==> config.mk <==
export PLATFORM = sky130hd
export DESIGN_NAME = ldc_top
export DESIGN_NICKNAME = d
export VERILOG_FILES = /design/src/verilog/ldc_pkg.sv /design/src/verilog/ldc_bias_if.sv /design/src/verilog/ldc_sync.sv /design/src/verilog/ldc_bias.sv /design/src/verilog/ldc_top.sv
export VERILOG_INCLUDE_DIRS = /design/src /design/src/verilog
export SDC_FILE = /design/constraint.sdc
export NUM_CORES = 1
export LEC_CHECK = 0
export BUFFER_PORTS_ARGS = -buffer_cell sky130_fd_sc_hd__buf_2
export CORE_UTILIZATION = 61
export CTS_CLUSTER_DIAMETER = 120
export CTS_CLUSTER_SIZE = 40
export DETAILED_ROUTE_END_ITERATION = 10
export PLACE_DENSITY = 0.89
export SYNTH_ARGS = -nofsm -noshare
export SYNTH_HDL_FRONTEND = slang
export SYNTH_SLANG_ARGS = --single-unit
==> constraint.sdc <==
create_clock -name mclk -period 5.9 [get_ports mclk]
set_clock_uncertainty 0.05 [all_clocks]
set_input_delay 1.18 -clock mclk [delete_from_list [all_inputs] [get_ports mclk]]
set_output_delay 1.18 -clock mclk [all_outputs]
set_load 0.02 [all_outputs]
==> src/verilog/ldc_consts.svh <==
`ifndef LDC_CONSTS_SVH
`define LDC_CONSTS_SVH

// Register offsets on the serial port (7-bit address field)
`define LDC_OFF_TX_CONTROL   7'h00
`define LDC_OFF_FAULT_A      7'h01
`define LDC_OFF_FAULT_B      7'h02
`define LDC_OFF_EQ_SETTING   7'h03
`define LDC_OFF_BIAS_SETTING 7'h04
`define LDC_OFF_BIAS_LIMIT   7'h05
`define LDC_OFF_BIAS_STEP    7'h06
`define LDC_OFF_STATUS       7'h07

// Field positions
`define LDC_TXC_POL          1
`define LDC_TXC_EQ_EN        3
`define LDC_FA_HARD          0
`define LDC_FB_SOFT          0
`define LDC_FB_BIAS_WARN     1
`define LDC_ST_ACTIVITY      0
`define LDC_ST_BIAS_WARN     1
`define LDC_ST_ALARM         2
`define LDC_ST_COLLISION     3
`define LDC_STEP_MSB         4

// Reset values
`define LDC_RST_TX_CONTROL   8'h00
`define LDC_RST_EQ_SETTING   8'h00
`define LDC_RST_BIAS_LIMIT   8'h00
`define LDC_RST_BIAS_STEP    8'h00
`define LDC_RST_BIAS_CODE    9'h000

// Frame and timing counts
`define LDC_HEAD_BITS        4'h8
`define LDC_DATA_BITS        4'h8
`define LDC_ACT_WINDOW       256

`endif

==> src/verilog/ldc_pkg.sv <==
package ldc_pkg;

  // Serial frame state, Gray coded along idle, head, data, done
  typedef enum logic [1:0] {
    LDC_IDLE = 2'b00,
    LDC_HEAD = 2'b01,
    LDC_DATA = 2'b11,
    LDC_DONE = 2'b10
  } ldc_state_type;

  typedef logic [6:0] ldc_addr_type;
  typedef logic [7:0] ldc_byte_type;
  typedef logic [8:0] ldc_code_type;

endpackage

==> src/verilog/ldc_bias_if.sv <==
`timescale 1ns/1ps
`default_nettype none

// Bias update request from the register bank and the code it yields
interface ldc_bias_if;
  import ldc_pkg::*;
  logic         load;
  logic         step;
  ldc_byte_type value;
  ldc_byte_type limit;
  ldc_code_type code;
  logic         warn;

  modport ctl  (output load, output step, output value, output limit,
                input code, input warn);
  modport unit (input load, input step, input value, input limit,
                output code, output warn);
endinterface

`default_nettype wire

==> src/verilog/ldc_sync.sv <==
`timescale 1ns/1ps
`default_nettype none

// Two-flop synchroniser for a group of pin inputs
module ldc_sync #(
  parameter int          W    = 1,
  parameter logic [W-1:0] INIT = '0
) (
  input  wire logic         clk,
  input  wire logic         rst_n,
  input  wire logic         ce,
  input  wire logic [W-1:0] d,
  output var  logic [W-1:0] q
);
  logic [W-1:0] meta_q;

  genvar i;
  generate
    for (i = 0; i < W; i++) begin : g_bit
      // First stage feeds only the second
      always_ff @(posedge clk or negedge rst_n) begin
        if (!rst_n) begin
          meta_q[i] <= INIT[i];
          q[i]      <= INIT[i];
        end else if (ce) begin
          meta_q[i] <= d[i];
          q[i]      <= meta_q[i];
        end
      end
    end
  endgenerate
endmodule

`default_nettype wire

==> src/verilog/ldc_bias.sv <==
`timescale 1ns/1ps
`default_nettype none
`include "ldc_consts.svh"

// Nine-bit bias code with upper-byte load and signed step
module ldc_bias (
  input  wire logic  clk,
  input  wire logic  rst_n,
  input  wire logic  ce,
  ldc_bias_if.unit   bif
);
  import ldc_pkg::*;

  logic signed [10:0] sum;
  logic               over;

  // Sign-extended step added to the current code
  always_comb begin
    sum  = $signed({2'b00, bif.code}) +
           $signed({{6{bif.value[`LDC_STEP_MSB]}}, bif.value[`LDC_STEP_MSB:0]});
    over = (sum < 0) || (sum > $signed({3'b000, bif.limit} <<< 1) + 11'sd1);
  end

  // Code register: load sets bits 8:1, step moves all nine
  always_ff @(posedge clk or negedge rst_n) begin
    if (!rst_n) begin
      bif.code <= `LDC_RST_BIAS_CODE;
    end else if (ce) begin
      if (bif.load) begin
        if (bif.value > bif.limit)
          bif.code[8:1] <= bif.limit;
        else
          bif.code[8:1] <= bif.value;
      end else if (bif.step && !over) begin
        bif.code <= sum[8:0];
      end
    end
  end

  // Warning pulse on a rejected step or a clamped load
  always_ff @(posedge clk or negedge rst_n) begin
    if (!rst_n) begin
      bif.warn <= 1'b0;
    end else if (ce) begin
      bif.warn <= (bif.step && over) ||
                  (bif.load && bif.value > bif.limit);
    end
  end
endmodule

`default_nettype wire

==> src/verilog/ldc_top.sv <==
// How it works
// - Laser-off input high or open turns off bias and modulation current.
// - Alarm output goes high on a hard fault and stays latched.
// - Alarm clears only when fault is gone and laser-off toggled.
// - Chip select rising starts a new serial access cycle.
// - Chip select low ends the cycle and idles the state machine.
// - Serial data is open-drain, bidirectional, with collision protection.
// - Polarity bit selects direct or inverted drive outputs.
// - Bit 3 of transmit control enables equalizer; setting from its register.
// - Readable status bit reports AC activity at the data input.
// - Bias current held as nine-bit code written over serial port.
// - Bias setting write loads only the upper eight code bits.
// - Code bit 0 clears at reset, changes only through step writes.
// - Bias limit caps the upper eight bits of the code.
// - Step register low five bits are signed step -16..+15.
// - Step overrunning the limit sets warning, code stays unchanged.
// - Hard fault alarms and disables drive; soft fault only warns.
// - Laser-off toggle also clears both fault status registers.
// - Reset keeps laser off and restores all control registers.
`timescale 1ns/1ps
`default_nettype none
`include "ldc_consts.svh"

module ldc_top #(
  parameter int ACT_WINDOW = `LDC_ACT_WINDOW
) (
  input  wire logic              mclk,
  input  wire logic              resetn,
  input  wire logic              clk_en,
  input  wire logic              laser_off_in,
  input  wire logic              chip_select_input,
  input  wire logic              serial_clk_in,
  input  wire logic              serial_data_in,
  output var  logic              serial_data_out,
  output var  logic              serial_data_oe,
  input  wire logic              hard_fault_in,
  input  wire logic              soft_fault_in,
  input  wire logic              data_input_true,
  input  wire logic              data_input_inverted,
  output var  logic              drive_output_true,
  output var  logic              drive_output_inverted,
  output var  logic              bias_enable,
  output var  logic              mod_enable,
  output var  ldc_pkg::ldc_code_type bias_code,
  output var  logic              equalizer_enable,
  output var  ldc_pkg::ldc_byte_type equalizer_setting,
  output var  logic              alarm_out
);
  import ldc_pkg::*;

  localparam int AW = $clog2(ACT_WINDOW + 1);

  logic          rst_meta_q;
  logic          rst_n_q;
  logic [7:0]    pins_s;
  logic          off_s;
  logic          cs_s;
  logic          scl_s;
  logic          sda_s;
  logic          hard_s;
  logic          soft_s;
  logic          din_s;
  logic          dinn_s;
  logic          scl_prev_q;
  logic          off_prev_q;
  logic          din_prev_q;
  logic          scl_rise;
  logic          scl_fall;
  logic          off_toggle;
  ldc_state_type state_q;
  logic [3:0]    bits_q;
  logic [7:0]    head_q;
  logic [7:0]    shift_q;
  logic [7:0]    rdata_q;
  logic          collision_q;
  logic          wr_stb_q;
  ldc_addr_type  wr_addr_q;
  ldc_byte_type  wr_data_q;
  ldc_byte_type  tx_control_q;
  ldc_byte_type  eq_setting_q;
  ldc_byte_type  bias_limit_q;
  ldc_byte_type  bias_step_q;
  ldc_byte_type  fault_a_q;
  ldc_byte_type  fault_b_q;
  logic          alarm_q;
  logic          activity_q;
  logic [AW-1:0] act_cnt_q;
  logic          laser_on;

  ldc_bias_if bif ();

  // Read decode, used for the read frame and for status
  function automatic ldc_byte_type reg_read(input ldc_addr_type a);
    unique case (a)
      `LDC_OFF_TX_CONTROL:   reg_read = tx_control_q;
      `LDC_OFF_FAULT_A:      reg_read = fault_a_q;
      `LDC_OFF_FAULT_B:      reg_read = fault_b_q;
      `LDC_OFF_EQ_SETTING:   reg_read = eq_setting_q;
      `LDC_OFF_BIAS_SETTING: reg_read = bif.code[8:1];
      `LDC_OFF_BIAS_LIMIT:   reg_read = bias_limit_q;
      `LDC_OFF_BIAS_STEP:    reg_read = bias_step_q;
      `LDC_OFF_STATUS:       reg_read = {4'h0, collision_q, alarm_q,
                                         fault_b_q[`LDC_FB_BIAS_WARN], activity_q};
      default:               reg_read = 8'h00;
    endcase
  endfunction

  // Write-address match, used by every writable register
  function automatic logic wr_hit(input ldc_addr_type a);
    wr_hit = wr_stb_q && (wr_addr_q == a);
  endfunction

  // Reset release through two flops
  always_ff @(posedge mclk or negedge resetn) begin
    if (!resetn) begin
      rst_meta_q <= 1'b0;
      rst_n_q    <= 1'b0;
    end else begin
      rst_meta_q <= 1'b1;
      rst_n_q    <= rst_meta_q;
    end
  end

  // Pin synchronisers; laser-off starts high so the laser stays off
  ldc_sync #(
    .W    (8),
    .INIT (8'h01)
  ) u_sync (
    .clk   (mclk),
    .rst_n (rst_n_q),
    .ce    (clk_en),
    .d     ({data_input_inverted, data_input_true, soft_fault_in, hard_fault_in,
             serial_data_in, serial_clk_in, chip_select_input, laser_off_in}),
    .q     (pins_s)
  );

  assign {dinn_s, din_s, soft_s, hard_s, sda_s, scl_s, cs_s, off_s} = pins_s;

  ldc_bias u_bias (
    .clk   (mclk),
    .rst_n (rst_n_q),
    .ce    (clk_en),
    .bif   (bif)
  );

  // Edge history of the sampled serial clock, laser-off and data input
  always_ff @(posedge mclk or negedge rst_n_q) begin
    if (!rst_n_q) begin
      scl_prev_q <= 1'b0;
      off_prev_q <= 1'b1;
      din_prev_q <= 1'b0;
    end else if (clk_en) begin
      scl_prev_q <= scl_s;
      off_prev_q <= off_s;
      din_prev_q <= din_s;
    end
  end

  assign scl_rise   = scl_s && !scl_prev_q;
  assign scl_fall   = !scl_s && scl_prev_q;
  assign off_toggle = !off_s && off_prev_q; // Toggle completes on return low

  // Serial frame engine: 1 read flag + 7 address bits, then 8 data bits
  always_ff @(posedge mclk or negedge rst_n_q) begin
    if (!rst_n_q) begin
      state_q <= LDC_IDLE;
      bits_q  <= 4'h0;
      head_q  <= 8'h00;
      shift_q <= 8'h00;
    end else if (clk_en) begin
      if (!cs_s) begin
        state_q <= LDC_IDLE;
        bits_q  <= 4'h0;
      end else begin
        unique case (state_q)
          LDC_IDLE: begin
            state_q <= LDC_HEAD;
            bits_q  <= 4'h0;
          end
          LDC_HEAD: begin
            if (scl_rise) begin
              head_q <= {head_q[6:0], sda_s};
              if (bits_q == `LDC_HEAD_BITS - 4'h1) begin
                state_q <= LDC_DATA;
                bits_q  <= 4'h0;
              end else begin
                bits_q <= bits_q + 4'h1;
              end
            end
          end
          LDC_DATA: begin
            if (scl_rise) begin
              shift_q <= {shift_q[6:0], sda_s};
              if (bits_q == `LDC_DATA_BITS - 4'h1) begin
                state_q <= LDC_DONE;
              end else begin
                bits_q <= bits_q + 4'h1;
              end
            end
          end
          LDC_DONE: begin
            state_q <= LDC_DONE; // Extra clocks ignored until select drops
          end
        endcase
      end
    end
  end

  // Write commit once the last data bit lands inside the select cycle
  always_ff @(posedge mclk or negedge rst_n_q) begin
    if (!rst_n_q) begin
      wr_stb_q  <= 1'b0;
      wr_addr_q <= 7'h00;
      wr_data_q <= 8'h00;
    end else if (clk_en) begin
      wr_stb_q <= cs_s && state_q == LDC_DATA && scl_rise && !head_q[7] &&
                  bits_q == `LDC_DATA_BITS - 4'h1;
      wr_addr_q <= head_q[6:0];
      wr_data_q <= {shift_q[6:0], sda_s};
    end
  end

  // Read data: loaded at the end of the head, shifted on each data-bit falling clock except the last one (state is LDC_DONE by then);
  // the fall that closes the head is skipped so the MSB stands for the first data bit
  always_ff @(posedge mclk or negedge rst_n_q) begin
    if (!rst_n_q) begin
      rdata_q <= 8'h00;
    end else if (clk_en) begin
      if (state_q == LDC_HEAD && scl_rise && bits_q == `LDC_HEAD_BITS - 4'h1)
        rdata_q <= reg_read({head_q[5:0], sda_s});
      else if (state_q == LDC_DATA && scl_fall && bits_q != 4'h0)
        rdata_q <= {rdata_q[6:0], 1'b0};
    end
  end

  // Collision guard: released line read back low stops driving for the frame
  always_ff @(posedge mclk or negedge rst_n_q) begin
    if (!rst_n_q) begin
      collision_q <= 1'b0;
    end else if (clk_en) begin
      if (state_q == LDC_IDLE)
        collision_q <= 1'b0;
      else if (state_q == LDC_DATA && head_q[7] && scl_rise && serial_data_out && !sda_s)
        collision_q <= 1'b1;
    end
  end

  // Open-drain data pin: only ever pulls low, released for a one;
  // the last bit stands until select drops so the host can sample it
  always_ff @(posedge mclk or negedge rst_n_q) begin
    if (!rst_n_q) begin
      serial_data_out <= 1'b1;
      serial_data_oe  <= 1'b0;
    end else if (clk_en) begin
      serial_data_out <= 1'b1;
      serial_data_oe  <= 1'b0;
      if (cs_s && (state_q == LDC_DATA || state_q == LDC_DONE) && head_q[7] &&
          !collision_q) begin
        serial_data_out <= rdata_q[7];
        serial_data_oe  <= !rdata_q[7];
      end
    end
  end

  // Control registers written by complete frames
  always_ff @(posedge mclk or negedge rst_n_q) begin
    if (!rst_n_q) begin
      tx_control_q <= `LDC_RST_TX_CONTROL;
      eq_setting_q <= `LDC_RST_EQ_SETTING;
      bias_limit_q <= `LDC_RST_BIAS_LIMIT;
      bias_step_q  <= `LDC_RST_BIAS_STEP;
    end else if (clk_en) begin
      if (wr_hit(`LDC_OFF_TX_CONTROL))
        tx_control_q <= wr_data_q;
      if (wr_hit(`LDC_OFF_EQ_SETTING))
        eq_setting_q <= wr_data_q;
      if (wr_hit(`LDC_OFF_BIAS_LIMIT))
        bias_limit_q <= wr_data_q;
      if (wr_hit(`LDC_OFF_BIAS_STEP))
        bias_step_q <= wr_data_q;
    end
  end

  // Bias requests to the code unit
  always_comb begin
    bif.load  = wr_hit(`LDC_OFF_BIAS_SETTING);
    bif.step  = wr_hit(`LDC_OFF_BIAS_STEP);
    bif.value = wr_data_q;
    bif.limit = bias_limit_q;
  end

  // Fault status: hard faults in A, soft faults and bias warning in B
  always_ff @(posedge mclk or negedge rst_n_q) begin
    if (!rst_n_q) begin
      fault_a_q <= 8'h00;
      fault_b_q <= 8'h00;
    end else if (clk_en) begin
      if (off_toggle) begin
        fault_a_q <= 8'h00;
        fault_b_q <= 8'h00;
      end
      if (hard_s)
        fault_a_q[`LDC_FA_HARD] <= 1'b1;
      if (soft_s)
        fault_b_q[`LDC_FB_SOFT] <= 1'b1;
      if (bif.warn)
        fault_b_q[`LDC_FB_BIAS_WARN] <= 1'b1;
    end
  end

  // Alarm latch: set by a hard fault, cleared by a toggle once it has gone
  always_ff @(posedge mclk or negedge rst_n_q) begin
    if (!rst_n_q) begin
      alarm_q <= 1'b0;
    end else if (clk_en) begin
      if (hard_s)
        alarm_q <= 1'b1;
      else if (off_toggle)
        alarm_q <= 1'b0;
    end
  end

  assign laser_on = !off_s && !alarm_q && !hard_s;

  // Input activity: any edge on the true data leg (din_s) within the window
  always_ff @(posedge mclk or negedge rst_n_q) begin
    if (!rst_n_q) begin
      act_cnt_q  <= '0;
      activity_q <= 1'b0;
    end else if (clk_en) begin
      if (din_s != din_prev_q) begin
        act_cnt_q  <= AW'(ACT_WINDOW);
        activity_q <= 1'b1;
      end else if (act_cnt_q != '0) begin
        act_cnt_q <= act_cnt_q - AW'(1);
      end else begin
        activity_q <= 1'b0;
      end
    end
  end

  // Laser enables and alarm pin, off during reset
  always_ff @(posedge mclk or negedge rst_n_q) begin
    if (!rst_n_q) begin
      bias_enable <= 1'b0;
      mod_enable  <= 1'b0;
      alarm_out   <= 1'b0;
    end else if (clk_en) begin
      bias_enable <= laser_on;
      mod_enable  <= laser_on;
      alarm_out   <= alarm_q || hard_s;
    end
  end

  // Drive outputs follow the data input, direct or inverted
  always_ff @(posedge mclk or negedge rst_n_q) begin
    if (!rst_n_q) begin
      drive_output_true     <= 1'b0;
      drive_output_inverted <= 1'b0;
    end else if (clk_en) begin
      if (!laser_on) begin
        drive_output_true     <= 1'b0;
        drive_output_inverted <= 1'b0;
      end else if (tx_control_q[`LDC_TXC_POL]) begin
        drive_output_true     <= dinn_s;
        drive_output_inverted <= din_s;
      end else begin
        drive_output_true     <= din_s;
        drive_output_inverted <= dinn_s;
      end
    end
  end

  // Code and equalizer outputs
  always_ff @(posedge mclk or negedge rst_n_q) begin
    if (!rst_n_q) begin
      bias_code         <= `LDC_RST_BIAS_CODE;
      equalizer_enable  <= 1'b0;
      equalizer_setting <= `LDC_RST_EQ_SETTING;
    end else if (clk_en) begin
      bias_code         <= bif.code;
      equalizer_enable  <= tx_control_q[`LDC_TXC_EQ_EN];
      equalizer_setting <= eq_setting_q;
    end
  end
endmodule

`default_nettype wire

# Yosys cells after proc, flatten, opt, wreduce, memory -nomap -nowiden

Index checks and enable logic that the tools add are counted.

Add/sub/neg operators: 4
Equal/unequal tests: 23
Bitwise operators: 1
$lt $le $gt $ge: 3
Mux-type cells: 37
Reduce and logical (&&, ||, !) cells: 71

Operators with widths:

| kind                                                         | number |
|---|---|
| one-hot mux 8 bit (8 select lines)                           | 1 |
| == test 7 x 3 -> 1 bit (second input constant)               | 7 |
| 2-to-1 mux 8 bit                                             | 4 |
| logical AND 1 bit                                            | 28 |
| 2-to-1 mux 9 bit                                             | 3 |
| AND reduction 2 bit                                          | 12 |
| == test 7 x 2 -> 1 bit (second input constant)               | 3 |
| 2-to-1 mux 4 bit                                             | 5 |
| 2-to-1 mux 1 bit                                             | 16 |
| != test 3 bit (second input constant)                        | 5 |
| zero test 7 bit                                              | 2 |
| nonzero test 2 bit                                           | 7 |
| 2-to-1 mux 2 bit                                             | 6 |
| one-hot mux 4 bit (3 select lines)                           | 1 |
| adder 10 x 5 -> 11 bit                                       | 1 |
| greater-than comparator 11 bit                               | 1 |
| less-than comparator 11 x 1 -> 1 bit (second input constant) | 1 |
| adder 9 x 1 -> 10 bit (second input constant)                | 1 |
| zero test 1 bit                                              | 10 |
| AND reduction 5 bit                                          | 2 |
| nonzero test 9 bit                                           | 1 |
| subtractor 9 x 1 -> 9 bit (second input constant)            | 1 |
| greater-than comparator 8 bit                                | 1 |
| one-hot mux 2 bit (4 select lines)                           | 1 |
| 14 further kinds                                             | 19 |

Register bits after elaboration: 147
Logic and storage cells: 191

# Logic depth before layout (Yosys ltp)

Depth in word-level cells: 7
Gate-level depth with buffers: 15
Mapped depth without buffers: 15

# By module

A second synthesis with hierarchy kept.

Cells, all modules: 649
Area total of the unflattened synthesis: 7616.1 µm²

By module, submodules not included:

| module   | area each (µm²) | seq. area each (µm²) | cells an instance | instances |
|---|---|---|---|---|
| ldc_top  | 5383.9          | 3005.4               | 423               | 1 |
| ldc_bias | 1580.3          | 250.2                | 192               | 1 |
| ldc_sync | 651.9           | 402.9                | 34                | 1 |

# Worst setup path before layout

No wires, ideal clock.

Path kind: reg-to-reg
Start: reg wr_data_q[0] (netlist: bif.value[0])
End: reg u_bias.bif.code[1]
Cell stages (with the launch flop): 16
Period minus slack after synthesis: 3.746 ns
Setup time: 0.125 ns
Path buffers: 0
Setup slack: 2.154 ns
Arrival: 3.571 ns
Path through: dfrtp_1 > ha_1 > fa_1 > a21oi_1 > o2111ai_1 > or3_1 > o21ai_0 > xnor2_1 > inv_1 > ha_1 > a21oi_1 > nor3b_1 > a221o_1 > o21ai_2 > o22ai_4 > mux2_2

Word-level cells in the longest chain between the ends: 7
Elaborated cells on any way between the ends: 12

Ends and longest elaborated chain:

| element                                                                                | line              | text |
|---|---|---|
| start: declaration                                                                     | ldc_top.sv:78     | `ldc_byte_type wr_data_q;` |
| start signal: assignment                                                               | ldc_top.sv:219    | `wr_data_q <= {shift_q[6:0], sda_s};` |
| adder 10 x 5 -> 11 bit                                                                 | ldc_bias.sv:19    | `sum = $signed({2'b00, bif.code}) +` |
| less-than comparator 11 x 1 -> 1 bit or greater-than comparator 11 bit (tied branches) | ldc_bias.sv:21    | `over = (sum < 0) \|\| (sum > $signed({3'b000, bif.limit} <<< 1) + 11'sd1);` |
| logical OR 1 bit                                                                       | ldc_bias.sv:21    |  |
| zero test 1 bit                                                                        | ldc_bias.sv:34    | `end else if (bif.step && !over) begin` |
| logical AND 1 bit                                                                      | ldc_bias.sv:34    |  |
| nonzero test 2 bit (no source line)                                                    | n/a               |  |
| AND reduction 2 bit (no source line)                                                   | n/a               |  |
| end signal: assignment                                                                 | ldc_bias.sv:31    | `bif.code[8:1] <= bif.limit;` |
| end signal: assignment                                                                 | ldc_bias.sv:33    | `bif.code[8:1] <= bif.value;` |
| end signal: assignment                                                                 | ldc_bias.sv:35    | `bif.code <= sum[8:0];` |
| end: declaration                                                                       | ldc_bias_if.sv:17 | `output code, output warn);` |

Parallel ways exist; a longest one is shown, timed or not. The select of a mux whose other input is x is not followed.
A chain may end at the register's enable or synchronous reset.

# Worst setup path in the final report

Start: reg wr_data_q[0] (netlist: bif.value[0])
End: reg u_bias.bif.code[2]

Same word-level chain as after synthesis.

==> summary.md <==
| Metric | Value |
|---|---|
| Hold_buf cts | `0` |
| Post-synthesis average cell area | `~12 sq um` |
| Synthesized flop and latch total | `around 150` |
| Starting Density | `between 60% and 70%` |
| Worst-margin pin slew | `~1.3 ns` |
| Kind of critical path | `flop to flop` |
| Max Clk Rate | `about 240 MHz` |
| Detailed placement HPWL | `11300 um` |
| CP Cell Sequence | `ha_1, fa_1, a21oi_1, o2111ai_1, or3_1, o21ai_0, xnor2_1, inv_1, ha_1, a21oi_1, nor3b_1, a221o_1, o21ai_2, o22ai_4, mux2_2` |
| Run status | `complete, no violations` |
| IO Pins | `36` |
| Initial antenna violation count | `0` |
| Filler-free cell count of the finished design | `804` |
| Setup crit end | `u_bias.bif.code[2]` |
| R2R Path End | `u_bias.bif.code[2]` |
| Utilization after layout | `a little under three quarters` |
| ANT cells | `0` |
| Drt pass-1 iters | `5` |
| Crit path max fanout | `8` |
| Critical path depth | `15` |
| Commonest non-fill, non-tap cell in the layout | `dfrtp_1` |
| Crit. End Element | `flop` |
| Final GP Congestion | `about 0.89` |
| Final setup vio count | `0` |
| Total number of yosys warnings | `0` |
| Pin count of the biggest net entering global routing | `between 90 and 100` |
| Req. time, crit path | `6.15 ns` |
| Clock buffer depth | `2` |
| Tmin final | `4.21 ns` |
| Yosys top cell area share | `49.2%` |
| CTS tree | `done` |
| CP bufs+invs | `1` |
| Die ar. | `~12000 sq um` |
| Unrepaired setup endpoints after global routing | `false` |
| CTS buffer count | `17` |
| Gate Count Post-Synth | `617` |
| Slew headroom | `between 10% and 20%` |
| Switch share | `between 20% and 30%` |
| Sequential fraction of the synthesis area | `50.6%` |
| Worst setup path startpoint | `bif.value[0]` |
| H-Tree Depth | `4` |
| Final ANT Viol Nets | `0` |
| Gr ovfl total | `0` |
| NetSw | `between 0.7 and 0.8 mW` |
| Fin. Hold Viols | `0` |
| Placed Instances | `between 700 and 800` |
| Main synth FF type | `dfrtp_1` |
| Leakage power | `3.93 nW` |
| Period utilisation layout | `71.3%` |
| Die X | `about 110 um` |
| Clock Tree Root | `clkbuf_16` |
| Post-Syn Area | `between 7000 and 8000 sq um` |
| Crit path launch type | `flop` |
| First-pass GRT wire length | `between 20000 and 30000 um` |
| Slowest cell on the critical path | `dfrtp_1` |
| Die height | `roughly 110 um` |
| Post-synth EDFFs | `0` |
| Area leader, netlist | `dfrtp_1` |
| Nets@finish | `between 600 and 700` |
| Worst R2R Setup Slack | `1.69 ns` |
| Area grow syn2layout | `12.9%` |
| Max VDD drop | `just under 0.4 mV` |
| Post-CTS Setup Bufs | `0` |
| Top cells by area, synth | `dfrtp_1 (49%), mux2_2 (16%), ha_1 (5.0%)` |
| Cell Pwr Density | `about 330 nW/um^2` |
| Pre-CTS setup slack | `between 1.5 and 2 ns` |
| Port buffer count | `35` |
| Largest delay contributor family on the critical path | `compound AO/OA/AOI/OAI gates` |
| Max Cap Violations | `0` |
| Iter 0 DRT Violations | `407` |
| CTS clk-pin slew, worst paths | `~0.06 ns` |
| Sequential Power Share | `44.6%` |
| Most frequent cells in the layout | `dfrtp_1 (141), mux2_2 (104), nand2_1 (43), buf_2 (35)` |
| CTS sink cnt | `around 150` |
| Number of global-route vias before repair | `roughly 5300` |
| Setup tns final | `0 ns` |
| Gr usage total | `between 20% and 30%` |
| Slew Limit Fails | `0` |
| Via/cell ratio | `between 6 and 7` |
| Hold depth | `0` |
| Crit-path max cell delay | `around 0.41 ns` |
| Comb pwr share | `about 11%` |
| Later-pin clock latency in the skew report | `0.42 ns` |
| Vias post-DR | `between 5000 and 6000` |
| DRC | `0` |
| Yosys cell types | `59` |
| Worst r2r src | `bif.value[0]` |
| Critical path arrival | `between 4 and 5 ns` |
| Drt total wl | `~17000 um` |
| Hold Path Class | `flop to flop` |
| Internal power | `between 1.5 and 2 mW` |
| Worst R2R Path Depth | `15` |
| Wire per inst | `between 20 and 25 um` |
| Post-synthesis async set-or-reset flop share | `100%` |
| Synth Net Count | `658` |
| Core Area | `~11000 sq um` |
| Clk pwr share | `between 40% and 50%` |
| Layout cells sized above 1 | `about 28%` |
| Final worst slack | `about 1.7 ns` |
| Tot Pwr | `between 2 and 3 mW` |
| CTS resizes | `0` |
| Row count | `39` |
[how the worst min path moves through the flow]
stage	start	to
after CTS	rst_meta_q	rst_n_q
after global placement	rst_meta_q	rst_n_q
final	rst_meta_q	rst_n_q
after floorplan	rst_meta_q	rst_n_q
after global routing	rst_meta_q	rst_n_q
after detailed placement	rst_meta_q	rst_n_q
[metal layers]
metal | vias to the layer above | track usage (%) | wire [um]
met5 | - | 0 | 0
met4 | 0 | 9.87 | 451
met3 | 43 | 7.44 | 1070
met2 | 198 | 49.5 | 8640
met1 | 2585 | 37.0 | 6990
li1 | 2323 | - | -
[power by group through the flow]
stage	registers, mW	logic [mW]	clock network [mW]
global route	1.22	0.333	1.24
detailed placement	1.21	0.290	0
floorplan	1.15	0.268	0
global placement	1.21	0.273	0
CTS	1.20	0.301	1.20
finish	1.21	0.304	1.19
[cell usage after synthesis (3+ instances only)]
library cell    n
a311oi_1        4
o2111ai_1       6
o21ai_0        31
nand3_1        14
mux2_2        104
inv_1          26
dfrtp_1       142
nor2_1         31
dfstp_2         4
o21a_1          4
nand4_1         6
nand4b_1        4
o31ai_1         3
o211ai_1        3
clkbuf_1       16
nand3b_1        4
a21oi_1        20
nor4_1          6
xnor2_1         4
a22oi_1        11
a22o_1          4
a21o_1          3
ha_1           29
nand2_1        43
nor2b_1         6
mux2i_1        20
nor3b_1         3
xor2_1          9
buf_1           7
o22ai_1         5
nor3_1          6
[per-stage QoR]
step | hold WS [ns] | instance area [sq um]
after global placement | 0.290 | 7500
after CTS | 0.311 | 8160
after floorplan | 0.281 | 7220
after global routing | 0.325 | 8160
after detailed placement | 0.293 | 7500
final | 0.308 | 8160
[flip-flops by register name (all words and copies together), names as in the netlist, 8 cells and up]
register	flops
tx_control_q	8
equalizer_setting	8
u_sync.meta_q	8
bias_code	9
head_q	8
eq_setting_q	8
bias_limit_q	8
act_cnt_q	9
rdata_q	8
u_bias.bif.code	9
bif.value	8
u_sync.q	8
bias_step_q	8
[cell type report]
cell class	instances	area, sq um
clock buffers	20	457
clock inverters	12	204
well taps	143	179
flip-flops and latches	146	3660
fillers	734	3310
multi-input cells	420	3370
inverters	26	97.6
repair buffers	37	190
[worst reg2reg max path: cells and delay by family (launching register included)]
family          cells  cell delay (ns)
compound gates      7             1.53
xor+xnor            1             0.16
fa+ha+maj           3             0.94
buf+inv             1             0.07
flops               1             0.41
mux                 1             0.39
simple gates        2             0.55
[cell families (layout without fill, tap and decap cells)]
family	Yosys count	in the layout	synth area share (%)
buffers and inverters	51	95	2.72
AND/OR/NAND/NOR	138	138	9.67
flip-flops	146	146	50.6
multiplexers	126	126	19.6
adder cells (fa/ha/maj)	30	30	5.30
AO/OA/AOI/OAI	112	112	10.4
other	1	1	0.0519
XOR/XNOR	13	13	1.58
Note: power is estimated with default switching activity, not from simulation.
